### config.mk
export PLATFORM = sky130hd
export DESIGN_NAME = pcc_clock_control
export DESIGN_NICKNAME = d
export VERILOG_FILES = /design/src/pcc_pkg.sv /design/src/pcc_sync.sv /design/src/pcc_clock_control.sv
export SDC_FILE = /design/constraint.sdc
export NUM_CORES = 1
export LEC_CHECK = 0
export BUFFER_PORTS_ARGS = -buffer_cell sky130_fd_sc_hd__buf_2
export CAP_MARGIN = 5
export CELL_PAD_IN_SITES_DETAIL_PLACEMENT = 0
export CELL_PAD_IN_SITES_GLOBAL_PLACEMENT = 1
export CORE_ASPECT_RATIO = 0.7
export CORE_MARGIN = 4
export CORE_UTILIZATION = 37
export CTS_BUF_LIST = sky130_fd_sc_hd__clkbuf_8
export DETAILED_ROUTE_END_ITERATION = 8
export GPL_TIMING_DRIVEN = 0
export HOLD_SLACK_MARGIN = 0.1
export PLACE_DENSITY = 0.85
export SETUP_SLACK_MARGIN = 0.4
export SYNTH_ARGS = -nofsm -noshare
export SYNTH_HDL_FRONTEND = slang
export SYNTH_SLANG_ARGS = --single-unit
### constraint.sdc
create_clock -name i_clk -period 3.5 [get_ports i_clk]
set_input_delay 0.525 -clock i_clk [delete_from_list [all_inputs] [get_ports i_clk]]
set_output_delay 0.525 -clock i_clk [all_outputs]
set_load 0.05 [all_outputs]
### src/pcc_pkg.sv
// Package of constants for the PLL clock control register block
// Behaviour
// - Power-on reset loads value 0x2126
// - PLL enable gates output until lock
// - Bits 5:0 select system PLL frequency
// - Codes 0x1b..0x26 decode; 0x26 default; the code decodes all 64 codes 0x00..0x3f linearly
// - LCD field same table, half frequency
// - Mute clear: mute system clock unlocked
// - Mute set: mute only after resets or immediate update
// - Update clear: shadow until lock drops
// - Update set: write unlocks, inhibit system clock
package pcc_pkg;
	// Register offset of the only register
	localparam logic [7:0] PCC_CLK_CTRL_OFS = 8'h00;
	// Value after power-on reset
	localparam logic [15:0] PCC_CLK_CTRL_RST = 16'h2126;
	// Field positions
	localparam int PCC_SYS_FREQ_LSB = 0;
	localparam int PCC_UPD_MODE_BIT = 6;
	localparam int PCC_MUTE_BIT = 7;
	localparam int PCC_LCD_FREQ_LSB = 8;
	localparam int PCC_LCD_EN_BIT = 14;
	localparam int PCC_COMMS_EN_BIT = 15;
	localparam int PCC_FREQ_W = 6;
	// Frequency step per code, in Hz
	localparam logic [31:0] PCC_STEP_HZ = 32'd1843200;
	// Hold of the unlock request after an immediate update
	localparam logic [3:0] PCC_RELOCK_CYC = 4'h4;
	// Lock state machine states
	typedef enum logic [2:0] {
		PCC_ST_MUTED = 3'b001,
		PCC_ST_RUN = 3'b010,
		PCC_ST_RELOCK = 3'b100
	} pcc_state_e;
	// Code to frequency in Hz, linear in the code
	function automatic logic [31:0] pcc_code_hz(input logic [5:0] code);
		pcc_code_hz = 32'(code) * PCC_STEP_HZ;
	endfunction : pcc_code_hz
endpackage : pcc_pkg

### src/pcc_sync.sv
// Three-stage synchroniser for a pin-level input
`timescale 1ns/1ps
module pcc_sync
	import pcc_pkg::*;
(
	input wire logic i_clk,
	input wire logic i_reset,
	input wire logic i_ce,
	input wire logic i_async,
	output logic o_level
);
	logic s1_q, s2_q, s3_q; // Stages
	logic lvl_q, lvl_d; // Filtered level
	// Accept change once stages two and three agree
	always_comb
	begin
		lvl_d = lvl_q;
		if (s2_q == s3_q)
		begin
			lvl_d = s3_q;
		end
	end
	// Register the stages
	always_ff @(posedge i_clk)
	begin
		if (i_reset)
		begin
			s1_q <= 1'b0;
			s2_q <= 1'b0;
			s3_q <= 1'b0;
			lvl_q <= 1'b0;
		end
		else if (i_ce)
		begin
			s1_q <= i_async;
			s2_q <= s1_q;
			s3_q <= s2_q;
			lvl_q <= lvl_d;
		end
	end
	assign o_level = lvl_q;
endmodule : pcc_sync

### src/pcc_clock_control.sv
// PLL clock control register with lock gating and frequency update
//
// The plain strobed port and the placing of the registers were chosen for this implementation.
`timescale 1ns/1ps
module pcc_clock_control
	import pcc_pkg::*;
(
	input wire logic i_clk,
	input wire logic i_reset,
	input wire logic i_ce,
	input wire logic [7:0] i_addr,
	input wire logic [31:0] i_wdata,
	input wire logic i_wr,
	input wire logic i_rd,
	output logic [31:0] o_rdata,
	input wire logic i_sys_lock_detect,
	input wire logic i_lcd_lock_detect,
	input wire logic i_comms_lock_detect,
	input wire logic i_external_reset,
	output logic [5:0] o_sys_freq_select,
	output logic [5:0] o_lcd_freq_select,
	output logic [31:0] o_sys_freq_hz,
	output logic [31:0] o_lcd_freq_hz,
	output logic o_sys_pll_unlock,
	output logic o_sys_clk_enable,
	output logic o_lcd_pll_output_enable,
	output logic o_comms_pll_output_enable
);
	// Synchronised lock inputs and reset pin
	logic sys_ld, lcd_ld, comms_ld, ext_rst;
	pcc_sync u_sys (.i_clk(i_clk), .i_reset(i_reset), .i_ce(i_ce),
		.i_async(i_sys_lock_detect), .o_level(sys_ld));
	pcc_sync u_lcd (.i_clk(i_clk), .i_reset(i_reset), .i_ce(i_ce),
		.i_async(i_lcd_lock_detect), .o_level(lcd_ld));
	pcc_sync u_com (.i_clk(i_clk), .i_reset(i_reset), .i_ce(i_ce),
		.i_async(i_comms_lock_detect), .o_level(comms_ld));
	pcc_sync u_ext (.i_clk(i_clk), .i_reset(i_reset), .i_ce(i_ce),
		.i_async(i_external_reset), .o_level(ext_rst));

	// Register state
	logic [15:0] ctrl_q, ctrl_d; // Software view
	logic [5:0] sys_act_q, sys_act_d; // Frequency applied to PLL
	logic [31:0] rdata_q, rdata_d; // Read data
	logic [3:0] relock_q, relock_d; // Unlock request counter
	logic sys_ld_q; // Previous lock level
	pcc_state_e st_q, st_d; // Mute state
	logic wr_hit; // Write to the register
	logic mute_sel, upd_sel; // Control bits

	assign wr_hit = i_wr && (i_addr == PCC_CLK_CTRL_OFS);
	assign mute_sel = ctrl_q[PCC_MUTE_BIT];
	assign upd_sel = ctrl_q[PCC_UPD_MODE_BIT];

	// Next register, shadow, read and mute state
	always_comb
	begin
		ctrl_d = ctrl_q;
		sys_act_d = sys_act_q;
		relock_d = relock_q;
		st_d = st_q;
		rdata_d = 32'h0;
		// Software write of the control word
		if (wr_hit)
		begin
			ctrl_d = i_wdata[15:0];
		end
		// Read path, upper bits zero
		if (i_rd)
		begin
			if (i_addr == PCC_CLK_CTRL_OFS)
			begin
				rdata_d = {16'h0, ctrl_q};
			end
			else
			begin
				rdata_d = 32'h0;
			end
		end
		// Immediate update unlocks the PLL
		if (wr_hit && i_wdata[PCC_UPD_MODE_BIT])
		begin
			sys_act_d = i_wdata[PCC_SYS_FREQ_LSB +: PCC_FREQ_W];
			relock_d = PCC_RELOCK_CYC;
			st_d = PCC_ST_RELOCK;
		end
		else if (relock_q != 4'h0)
		begin
			relock_d = relock_q - 4'h1;
		end
		// Shadow passes on lock falling
		if (sys_ld_q && !sys_ld && !upd_sel && !wr_hit)
		begin
			sys_act_d = ctrl_q[PCC_SYS_FREQ_LSB +: PCC_FREQ_W];
		end
		// Mute state machine
		case (st_q)
			PCC_ST_MUTED:
			begin
				if (sys_ld)
				begin
					st_d = PCC_ST_RUN;
				end
			end
			PCC_ST_RUN:
			begin
				if (!sys_ld && !mute_sel)
				begin
					st_d = PCC_ST_MUTED;
				end
			end
			PCC_ST_RELOCK:
			begin
				if (relock_q == 4'h0 && sys_ld)
				begin
					st_d = PCC_ST_RUN;
				end
			end
			default:
			begin
				st_d = PCC_ST_MUTED;
			end
		endcase
		// External reset mutes regardless of mode
		if (ext_rst)
		begin
			st_d = PCC_ST_MUTED;
		end
	end

	// Register all state
	always_ff @(posedge i_clk)
	begin
		if (i_reset)
		begin
			ctrl_q <= PCC_CLK_CTRL_RST;
			sys_act_q <= PCC_CLK_CTRL_RST[5:0];
			relock_q <= 4'h0;
			st_q <= PCC_ST_MUTED;
			rdata_q <= 32'h0;
			sys_ld_q <= 1'b0;
		end
		else if (i_ce)
		begin
			ctrl_q <= ctrl_d;
			sys_act_q <= sys_act_d;
			relock_q <= relock_d;
			st_q <= st_d;
			rdata_q <= rdata_d;
			sys_ld_q <= sys_ld;
		end
	end

	// Outputs
	assign o_rdata = rdata_q;
	assign o_sys_freq_select = sys_act_q;
	assign o_lcd_freq_select = ctrl_q[PCC_LCD_FREQ_LSB +: PCC_FREQ_W];
	assign o_sys_freq_hz = pcc_code_hz(sys_act_q);
	assign o_lcd_freq_hz = pcc_code_hz(o_lcd_freq_select) >> 1;
	assign o_sys_pll_unlock = (relock_q != 4'h0);
	// Muted in MUTED and RELOCK, also when unlocked in mode clear
	assign o_sys_clk_enable = (st_q == PCC_ST_RUN)
		&& (sys_ld || mute_sel);
	assign o_lcd_pll_output_enable = ctrl_q[PCC_LCD_EN_BIT] && lcd_ld;
	assign o_comms_pll_output_enable = ctrl_q[PCC_COMMS_EN_BIT]
		&& comms_ld;

	// Reset value appears in the register
	reset_val_a: assert property (
		@(posedge i_clk)
		$past(i_reset) |-> ctrl_q == PCC_CLK_CTRL_RST)
		else $error("control word not at reset value");
	// Gated outputs follow enable bit and lock
	lcd_gate_a: assert property (
		@(posedge i_clk) disable iff (i_reset)
		!ctrl_q[PCC_LCD_EN_BIT] |-> !o_lcd_pll_output_enable)
		else $error("lcd output enabled while bit clear");
	lcd_lock_a: assert property (
		@(posedge i_clk) disable iff (i_reset)
		o_lcd_pll_output_enable |-> lcd_ld)
		else $error("lcd output enabled without lock");
	comms_off_a: assert property (
		@(posedge i_clk) disable iff (i_reset)
		!ctrl_q[PCC_COMMS_EN_BIT] |-> !o_comms_pll_output_enable)
		else $error("comms output enabled while bit clear");
	comms_gate_a: assert property (
		@(posedge i_clk) disable iff (i_reset)
		o_comms_pll_output_enable |-> comms_ld)
		else $error("comms output enabled without lock");
	// LCD frequency is half a system step per code
	lcd_half_a: assert property (
		@(posedge i_clk) disable iff (i_reset)
		o_lcd_freq_hz == 32'(o_lcd_freq_select) * (PCC_STEP_HZ >> 1))
		else $error("lcd frequency not half");
	// Mute clear: no clock while unlocked
	mute_unlock_a: assert property (
		@(posedge i_clk) disable iff (i_reset)
		!mute_sel && !sys_ld |-> !o_sys_clk_enable)
		else $error("clock running while unlocked");
	// External reset always mutes
	ext_mute_a: assert property (
		@(posedge i_clk) disable iff (i_reset)
		i_ce && ext_rst |=> !o_sys_clk_enable)
		else $error("clock running after external reset");
	// Mute set: lock loss alone keeps the clock running
	mute_keep_a: assert property (
		@(posedge i_clk) disable iff (i_reset)
		i_ce && mute_sel && st_q == PCC_ST_RUN && !ext_rst
		&& !(wr_hit && i_wdata[PCC_UPD_MODE_BIT])
		|=> st_q == PCC_ST_RUN)
		else $error("clock muted by lock loss with mute set");
	// Deferred write waits in the shadow
	shadow_hold_a: assert property (
		@(posedge i_clk) disable iff (i_reset)
		i_ce && wr_hit && !i_wdata[PCC_UPD_MODE_BIT] && !(sys_ld_q && !sys_ld)
		|=> $stable(sys_act_q))
		else $error("shadow passed without lock loss");
	// Lock loss hands the shadow to the PLL
	defer_pass_a: assert property (
		@(posedge i_clk) disable iff (i_reset)
		i_ce && sys_ld_q && !sys_ld && !upd_sel && !wr_hit
		|=> o_sys_freq_select == $past(ctrl_q[PCC_SYS_FREQ_LSB +: PCC_FREQ_W]))
		else $error("shadow not passed on lock loss");
	// Immediate write unlocks and mutes at once
	imm_unlock_a: assert property (
		@(posedge i_clk) disable iff (i_reset)
		i_ce && wr_hit && i_wdata[PCC_UPD_MODE_BIT]
		|=> o_sys_pll_unlock && !o_sys_clk_enable
		&& sys_act_q == $past(i_wdata[PCC_SYS_FREQ_LSB +: PCC_FREQ_W]))
		else $error("immediate update did not unlock");
	// Unlock request ends when the count runs out
	unlock_end_a: assert property (
		@(posedge i_clk) disable iff (i_reset)
		i_ce && relock_q == 4'h1 && !wr_hit |=> !o_sys_pll_unlock)
		else $error("unlock request held too long");
endmodule : pcc_clock_control

# Word level (Yosys, flattened, before mapping)
# Index checks and enable logic that the tools add are counted.
# totals
reg_bits	78
latch_bits	0
mem_bits_rw	0
rom_bits	0
inputBits	49
output_inout_bits	112
word_cells	71
n_memories	0
# classes
add_sub_neg	1
mul	2
div_mod_pow	0
magnitude_cmp	0
eq_ne	7
shift	0
mux	12
bitwise	0
n_reduce_logical	27
# op_table
cell	n
two-way mux 16 bit	2
multiplier 6 x 8 -> 14 bit, second input constant	2
two-way mux 3 bit	5
AND reduction 2 bit	7
two-way mux 6 bit	2
logical AND 1 bit	10
case mux 3 bit (3 select lines)	1
logical NOT 8 bit	1
two-way mux 4 bit	2
== test 1 bit	4
logical NOT 1 bit	4
logical NOT 4 bit	1
nonzero test 2 bit	2
nonzero test 4 bit	1
subtractor 4 x 1 -> 4 bit, second input constant	1
== test 3 x 1 -> 1 bit, second input constant	1
== test 3 x 2 -> 1 bit, second input constant	1
== test 3 bit, second input constant	1
logical OR 1 bit	1

# Logic depth before layout (Yosys ltp)
# Gate-level depths: netlist (run 1).
# depth
ltp_word	7
depth_mapped	10
mapped_depth_nobuf	10

# Cells and area by module
# Synthesis (run 1) repeated with hierarchy kept, for this count alone.
# hier_totals
cells_unflattened	473
area_unflattened_um2	4300.4
# modules_own_cells
mod	n_inst	cells_per_inst	area_each_um2	seq_area_each_um2
pcc_clock_control	1	409	3614.7	920.9
pcc_sync	4	16	171.4	80.1

# Least setup slack after synthesis (run 1)
# No wires, ideal clock.
# synth_timing
path_type	register to output
start	register sys_act_q[0] (netlist: o_sys_freq_select[0])
end	output port o_sys_freq_hz[26]
arrival_time_ps	3797
required_ps	2975
setup_slack_ps	-822
stages_incl_launch_ff	11
path_buffers	0
cell_sequence	dfxtp_1 -> inv_1 -> fa_1 -> inv_1 -> ha_1 -> ha_1 -> fa_1 -> a21oi_1 -> o21bai_1 -> and4_1 -> nor3_1
# synth_via
elab_chain_len	1
# synth_lines
element	line_no	rtl
from (decl)	pcc_clock_control.sv:42	logic [5:0] sys_act_q, sys_act_d;
from (signal assigned)	pcc_clock_control.sv:136	sys_act_q <= PCC_CLK_CTRL_RST[5:0];
from (signal assigned)	pcc_clock_control.sv:145	sys_act_q <= sys_act_d;
multiplier 6 x 8 -> 14 bit	pcc_pkg.sv:37	pcc_code_hz = 32'(code) * PCC_STEP_HZ;
to (decl)	pcc_clock_control.sv:22	output logic [31:0] o_sys_freq_hz,
# Every way passes these cells.

# Final worst setup path (run 1)
# Ends and elaborated chain as after synthesis.

==> metrics.cfg, run 1 <==
[floorplan]
die_h_um=97.86
ios=161
std_cell_rows=32
die_w_um=136.4
core_area_um2=11130
dieArea_um2=13340
initial_core_util=0.3834

[global_route]
grt_use_total=0.1701
grt_max_degree=11
grt_pass1_vias=3681
gr-total-overflow=0
grt_pass1_wl_um=18250
antenna_found_initial=0

[cts]
cts_root_buffer=clkbuf_8
cts_tree=built
path_clk_slew_ns=0.06
clock_sinks=62
cts_hold_buf=0
cts_buffers=9
cts-htree-levels=3
clockBufferDepth=2
insertion_delay_ns=0.35

[finish]
fill_cells=998
register_area_um2=1286
antenna_cells=0
final_layout_size_suffix_gt1_frac=0.4192
areaGrowthSynthToFinish_pct=43.27
multi_input_area_um2=2969
postLayoutCellArea_um2=6115
nets=768

[power]
power_frac_seq=0.422
power_per_cell_area_nw_per_um2=289.9
ir_drop_v=0.0001903
p_int_mw=1.150
leakagePower_nw=2.871
p_sw_frac=0.3513
p_clk_frac=0.312
p_switching_mw=0.6228
p_comb_frac=0.267

[critical_path]
path_class=flop to output pin
path_max_fanout=3
worstSetupStartpointType=flop
critPathRequiredTime_ns=2.97
arrival_ns=3.04
end_kind=output pin
r2r_cells=7

[placement]
place_area_um2=5290
portBuffers=91
hpwl_um=8557
gp_congestion=0.8611
pre_cts_ws_ns=0.02883

[logic_synthesis]
yosysWarnings=0
synthSimpleGateAreaFrac=0.1618
seq_area_frac_synth=0.2908
synth.distinct_cells=52
synth_fa_ha_area_frac=0.1818
syn_area_um2=4268
muxShareOfSynthArea=0.03049
synth_flop_cell=dfxtp_1
async_reset_ff_frac=0
synth_xor_area_frac=0.01847
syn_inst=477
synth_compound_area_frac=0.1495
ys_seq_elements=62
synth_edf_count=0
synth_top_family_by_area=adder cells
syn_area_per_cell_um2=8.947

[route]
dr_total_vias=3865
drt.antenna.violating_nets=0
avgViaCountPerCell=4.708
drt-initial-drc-count=224
first_pass_iters=4
wl_um=11640
drc=0
wl_per_cell_um=14.18

[sta]
finClkSkew_ns=0.007693
drv_slew=0
worstMarginPinSlew_ns=0.6485
hold_ws_ns=0.4086
fmax_mhz=280.8
layout_setup_ws_ns=-0.06108
timing.final.crit_share=1.017
rsz0062_at_grt=yes
finalSetupViolCount=1
period_minus_slack_ns=3.561
hold_viol_final=0
setup_tns_ns=-0.06108
maxSlewHeadroom=0.5677

[flow_run]
maxCapViolations=0

[outcome]
violations=setup timing
outcome=finished, violations left

[min_path]
hold_depth=3
worstHoldPathType=primary input to flop

-- per-layer routing --
layer	wire, um	part of all wire	track usage	vias up
met5	0	0	0	-
met4	156	0.013	0.04105	0
met3	938	0.081	0.04480	19
met2	5621	0.48	0.2834	121
met1	4926	0.42	0.2202	1807
li1	-	-	-	1918
-- power by group through the flow --
stage	logic (mW)	registers [mW]	clock network, mW
6_report	0.473	0.747	0.552
5_1_grt	0.505	0.751	0.595
4_1_cts	0.469	0.747	0.565
3_5_place_dp	0.466	0.765	0
3_3_place_gp	0.454	0.763	0
2_1_floorplan	0.381	0.760	0
-- path summary, 6_finish.rpt --
path	end	slack, ns	startpoint
max	o_sys_freq_hz[26]	-0.06	o_sys_freq_select[0]$_SDFFE_PP0P_
min	ctrl_q[8]$_SDFFE_PP1P_	0.41	i_wdata[8]
max reg2reg	st_q[1]$_SDFFE_PP0P_	1.79	relock_q[0]$_SDFFE_PP0P_
min reg2reg	u_com.o_level$_SDFFE_PP0P_	0.47	u_com.s2_q$_SDFFE_PP0P_
-- final cells by class --
cell class	instances	area share
plain buffers	88	0.1001
clock buffers	11	0.02476
clock inverters	5	0.003274
inverters	26	0.01596
multi-input cells	352	0.4856
flip-flops and latches	62	0.2104
well taps	153	0.03131
repair buffers	124	0.1287
-- layout by cell type (no fill, tap or decap), types with 12 or more instances in the layout --
| master | netlist | routed |
|---|---|---|
| dfxtp_1 | 62 | 50 |
| buf_6 | 0 | 13 |
| a22oi_1 | 18 | 18 |
| a21oi_1 | 26 | 23 |
| clkbuf_1 | 13 | 13 |
| nor2_1 | 34 | 33 |
| nand2_1 | 42 | 42 |
| ha_1 | 46 | 21 |
| ha_4 | 0 | 22 |
| buf_2 | 1 | 81 |
| mux2i_1 | 13 | 13 |
| conb_1 | 1 | 52 |
| inv_1 | 25 | 25 |
| clkbuf_8 | 1 | 12 |
| buf_4 | 72 | 101 |
| dfxtp_4 | 0 | 12 |
-- per-stage QoR --
step	utilization	cells	power [mW]
floorplan	-	528	1.140
global placement	0.4753	772	1.217
detailed placement	0.4753	772	1.231
CTS	0.5370	814	1.780
global route	0.5493	821	1.850
finish	0.5493	821	1.773
-- worst max-delay path, stage by stage (launching register included) --
cell and delay (ns):
dfxtp_4 0.35, inv_2 0.04, fa_1 0.55, inv_2 0.05, ha_4 0.21, ha_4 0.16
fa_2 0.41, a21oi_4 0.20, o21bai_4 0.10, a2111oi_4 0.41, nor3_4 0.05, buf_6 0.16
-- cells in the mapped netlist (6+ instances only) --
library cell | number | area share
a21o_1 | 6 | 0.011
a21oi_1 | 26 | 0.030
a221o_1 | 7 | 0.016
a22oi_1 | 18 | 0.032
buf_4 | 72 | 0.13
clkbuf_1 | 13 | 0.011
dfxtp_1 | 62 | 0.29
fa_1 | 10 | 0.047
ha_1 | 46 | 0.13
inv_1 | 25 | 0.022
mux2i_1 | 13 | 0.030
nand2_1 | 42 | 0.037
nand3_1 | 6 | 0.0070
nand3b_1 | 10 | 0.018
nor2_1 | 34 | 0.030
nor3_1 | 9 | 0.011
o21ai_0 | 12 | 0.014
-- kinds of logic after synthesis --
logic type / count (synthesis)
AO/OA/AOI/OAI: 92
XOR/XNOR: 9
adder cells (fa/ha/maj): 56
buffers and inverters: 114
flip-flops: 62
multiplexers: 13
other: 1
AND/OR/NAND/NOR: 130
-- flip-flops by register name, indices dropped and copies added, names as in the netlist, 3 cells and up --
| name | count |
|---|---|
| relock_q | 4 |
| o_rdata | 16 |
| o_sys_freq_select | 6 |
| ctrl_q | 16 |
| st_q | 3 |
-- timing repair --
action / in CTS / in global routing
endpoints found under the hold margin: 0 / 0
gates resized for setup: 62 / 15
setup buffers: 26 / 7
setup endpoints to repair: 12 / 10
pin swaps: 24 / 14
(Power assumes the default switching activity.)
==> run 2: changes to the inputs <==
--- a/config.mk
+++ b/config.mk
@@ -11,12 +11,11 @@
 export CELL_PAD_IN_SITES_GLOBAL_PLACEMENT = 1
 export CORE_ASPECT_RATIO = 0.7
 export CORE_MARGIN = 4
-export CORE_UTILIZATION = 37
-export CTS_BUF_LIST = sky130_fd_sc_hd__clkbuf_8
+export CORE_UTILIZATION = 36
 export DETAILED_ROUTE_END_ITERATION = 8
-export GPL_TIMING_DRIVEN = 0
+export GPL_TIMING_DRIVEN = 1
 export HOLD_SLACK_MARGIN = 0.1
-export PLACE_DENSITY = 0.85
+export PLACE_DENSITY = 0.83
 export SETUP_SLACK_MARGIN = 0.4
 export SYNTH_ARGS = -nofsm -noshare
 export SYNTH_HDL_FRONTEND = slang
==> metrics.cfg, run 2 (synthesized netlist as in run 1, its figures left out) <==
[route]
first_pass_iters=4  ; unchanged
dr_total_vias=3589  ; was 3,865
wl_per_cell_um=15.22  ; was 14.18 um
drc=0  ; unchanged
wl_um=11170  ; was 11,640 um
drt-initial-drc-count=219  ; was 224
avgViaCountPerCell=4.890  ; was 4.708
drt.antenna.violating_nets=0  ; unchanged

[finish]
final_layout_size_suffix_gt1_frac=0.3632  ; was 0.4192
nets=681  ; was 768
postLayoutCellArea_um2=5633  ; was 6115 um2
areaGrowthSynthToFinish_pct=31.98  ; was 43.27%
final_common_cell=buf_2  ; was buf_4
fill_cells=1040  ; was 998
final_cells=734  ; was 821
antenna_cells=0  ; unchanged
mostFrequentLayoutCells=82 x buf_2, 52 x conb_1, 51 x dfxtp_1, 42 x nand2_1, 33 x nor2_1  ; was 101 x buf_4, 81 x buf_2, 52 x conb_1, 50 x dfxtp_1, 42 x nand2_1

[outcome]
violations=setup timing  ; unchanged
outcome=finished, violations left  ; unchanged

[global_route]
grt_pass1_wl_um=17680  ; was 18,250 um
grt_use_total=0.1570  ; was 0.1701
grt_max_degree=65  ; was 11
antenna_found_initial=0  ; unchanged
gr-total-overflow=0  ; unchanged
grt_pass1_vias=3445  ; was 3,681

[min_path]
hp-start=i_wdata[8]  ; unchanged
whs_endpoint=ctrl_q[8]$_SDFFE_PP1P_  ; unchanged
worstHoldPathType=primary input to flop  ; unchanged
hold_depth=3  ; unchanged

[sta]
timing.final.crit_share=1.007  ; was 1.017
worstMarginPinSlew_ns=1.151  ; was 0.6485 ns
drv_slew=0  ; unchanged
period_minus_slack_ns=3.525  ; was 3.561 ns
finalSetupViolCount=1  ; unchanged
maxSlewHeadroom=0.2328  ; was 0.5677
hold_viol_final=0  ; unchanged
fmax_mhz=283.7  ; was 280.8 MHz
rsz0062_at_grt=yes  ; unchanged
finClkSkew_ns=0.002189  ; was 0.007693 ns
layout_setup_ws_ns=-0.02472  ; was -0.06108 ns

[power]
report.power.total_mw=1.961  ; was 1.773 mW
power_per_cell_area_nw_per_um2=348.1  ; was 289.9 nW/um2
leakagePower_nw=2.500  ; was 2.871 nW
ir_drop_v=0.0002764  ; was 0.0001903 V

[critical_path]
r2r_cells=7  ; unchanged
arrival_ns=3.00  ; was 3.04 ns
cp_num_buf_inv=3  ; unchanged
worstSetupStartpointType=flop  ; unchanged
path_class=flop to output pin  ; unchanged
end_kind=output pin  ; unchanged
rrSetupSlack_ns=1.84  ; was 1.79 ns
crit_chain=inv_2, fa_1, inv_2, ha_4, ha_4, fa_2, a21oi_4, o21bai_4, a2111oi_4, nor3_4, buf_6  ; unchanged
critical-path-max-stage-delay_ns=0.55  ; about the same
critPathRequiredTime_ns=2.97  ; about the same
path_max_fanout=3  ; unchanged
cp_slowest_cell=fa_1  ; unchanged
r2r_end=st_q[1]$_SDFFE_PP0P_  ; unchanged
crit_family=adder cells  ; unchanged
r2r-start=relock_q[0]$_SDFFE_PP0P_  ; unchanged

[placement]
portBuffers=92  ; was 91
place_inst=694  ; was 772
hpwl_um=7773  ; was 8557 um
place_area_um2=4751  ; was 5290 um2
gp_congestion=0.7994  ; was 0.8611
pre_cts_ws_ns=0.06385  ; was 0.02883 ns

[floorplan]
dieArea_um2=13690  ; was 13,340 um2
initial_core_util=0.3780  ; was 0.3834
ios=161  ; unchanged
die_w_um=138.1  ; was 136.4 um
core_area_um2=11290  ; was 11,130 um2
die_h_um=99.10  ; was 97.86 um
std_cell_rows=32  ; unchanged

[cts]
clock_sinks=62  ; unchanged
insertion_delay_ns=0.32  ; was 0.35 ns
cts_buffers=9  ; unchanged
path_clk_slew_ns=0.05  ; was 0.06 ns
cts_tree=built  ; unchanged
cts-htree-levels=3  ; unchanged
cts_root_buffer=clkbuf_16  ; was clkbuf_8
clockBufferDepth=2  ; unchanged

[flow_run]
maxCapViolations=0  ; unchanged

run 2: cell count changes in the layout (fill, tap and decap cells not counted), moves of 3 or more:
cell       delta
clkbuf_8     -11
ha_4          +3
buf_4        -71
clkbuf_16     +9
clkbuf_1     -11
inv_1         -3
run 2: stage by stage:
step,hold slack (ns),setup TNS [ns],util
2_1_floorplan,0.4403,0,-
3_3_place_gp,0.4581,0,0.4208
3_5_place_dp,0.4677,0,0.4208
4_1_cts,0.4106,-0.03206,0.4817
5_1_grt,0.4298,-0.2187,0.4989
6_report,0.4195,-0.02472,0.4989
run 2: repair_timing:
action / CTS / global route
endpoints found under the hold margin: 0 / 0
setup endpoints to repair: 11 / 12
hold buffers: 0 / 0
pin swaps: 14 / 24
buffers inserted: 16 / 8
gates resized for setup: 53 / 22
run 2: per-layer routing:
metal	part of all wire	track usage	up-vias	routed length, um
met5	0	0	-	0
met4	0.010	0.03721	0	115
met3	0.062	0.04421	14	696
met2	0.48	0.2616	106	5414
met1	0.44	0.2038	1724	4944
li1	-	-	1745	-
run 2: how the worst max path moves through the flow:
stage | start | endpoint | slack [ns] | depth (start not counted)
global route | o_sys_freq_select[0]$_SDFFE_PP0P_ | o_sys_freq_hz[26] | -0.12 | 11
global placement | o_sys_freq_select[0]$_SDFFE_PP0P_ | o_sys_freq_hz[26] | 0.11 | 11
finish | o_sys_freq_select[0]$_SDFFE_PP0P_ | o_sys_freq_hz[26] | -0.02 | 11
floorplan | o_sys_freq_select[0]$_SDFFE_PP0P_ | o_sys_freq_hz[26] | 0.16 | 10
CTS | o_sys_freq_select[0]$_SDFFE_PP0P_ | o_sys_freq_hz[26] | -0.02 | 11
detailed placement | o_sys_freq_select[2]$_SDFFE_PP1P_ | o_sys_freq_hz[26] | 0.06 | 11
run 2: final cells by class:
type                    instances  area (um2)  share of cell area
multi-input cells             352        3009              0.5342
flip-flops and latches         62        1280              0.2272
repair buffers                125       785.8              0.1395
clock buffers                  12       246.5             0.04376
well taps                     153       191.4             0.03398
inverters                      26       97.59             0.01733
clock inverters                 4       22.52            0.003998
run 2: power by group:
group	switching (mW)	total, mW	internal (mW)
registers	0.0229	0.750	0.727
clock network	0.300	0.794	0.494
logic	0.316	0.417	0.101
run 2: worst min-delay path: stages:
cell      delay (ns)
buf_2           0.08
nand2_1         0.04
nand3b_1        0.06
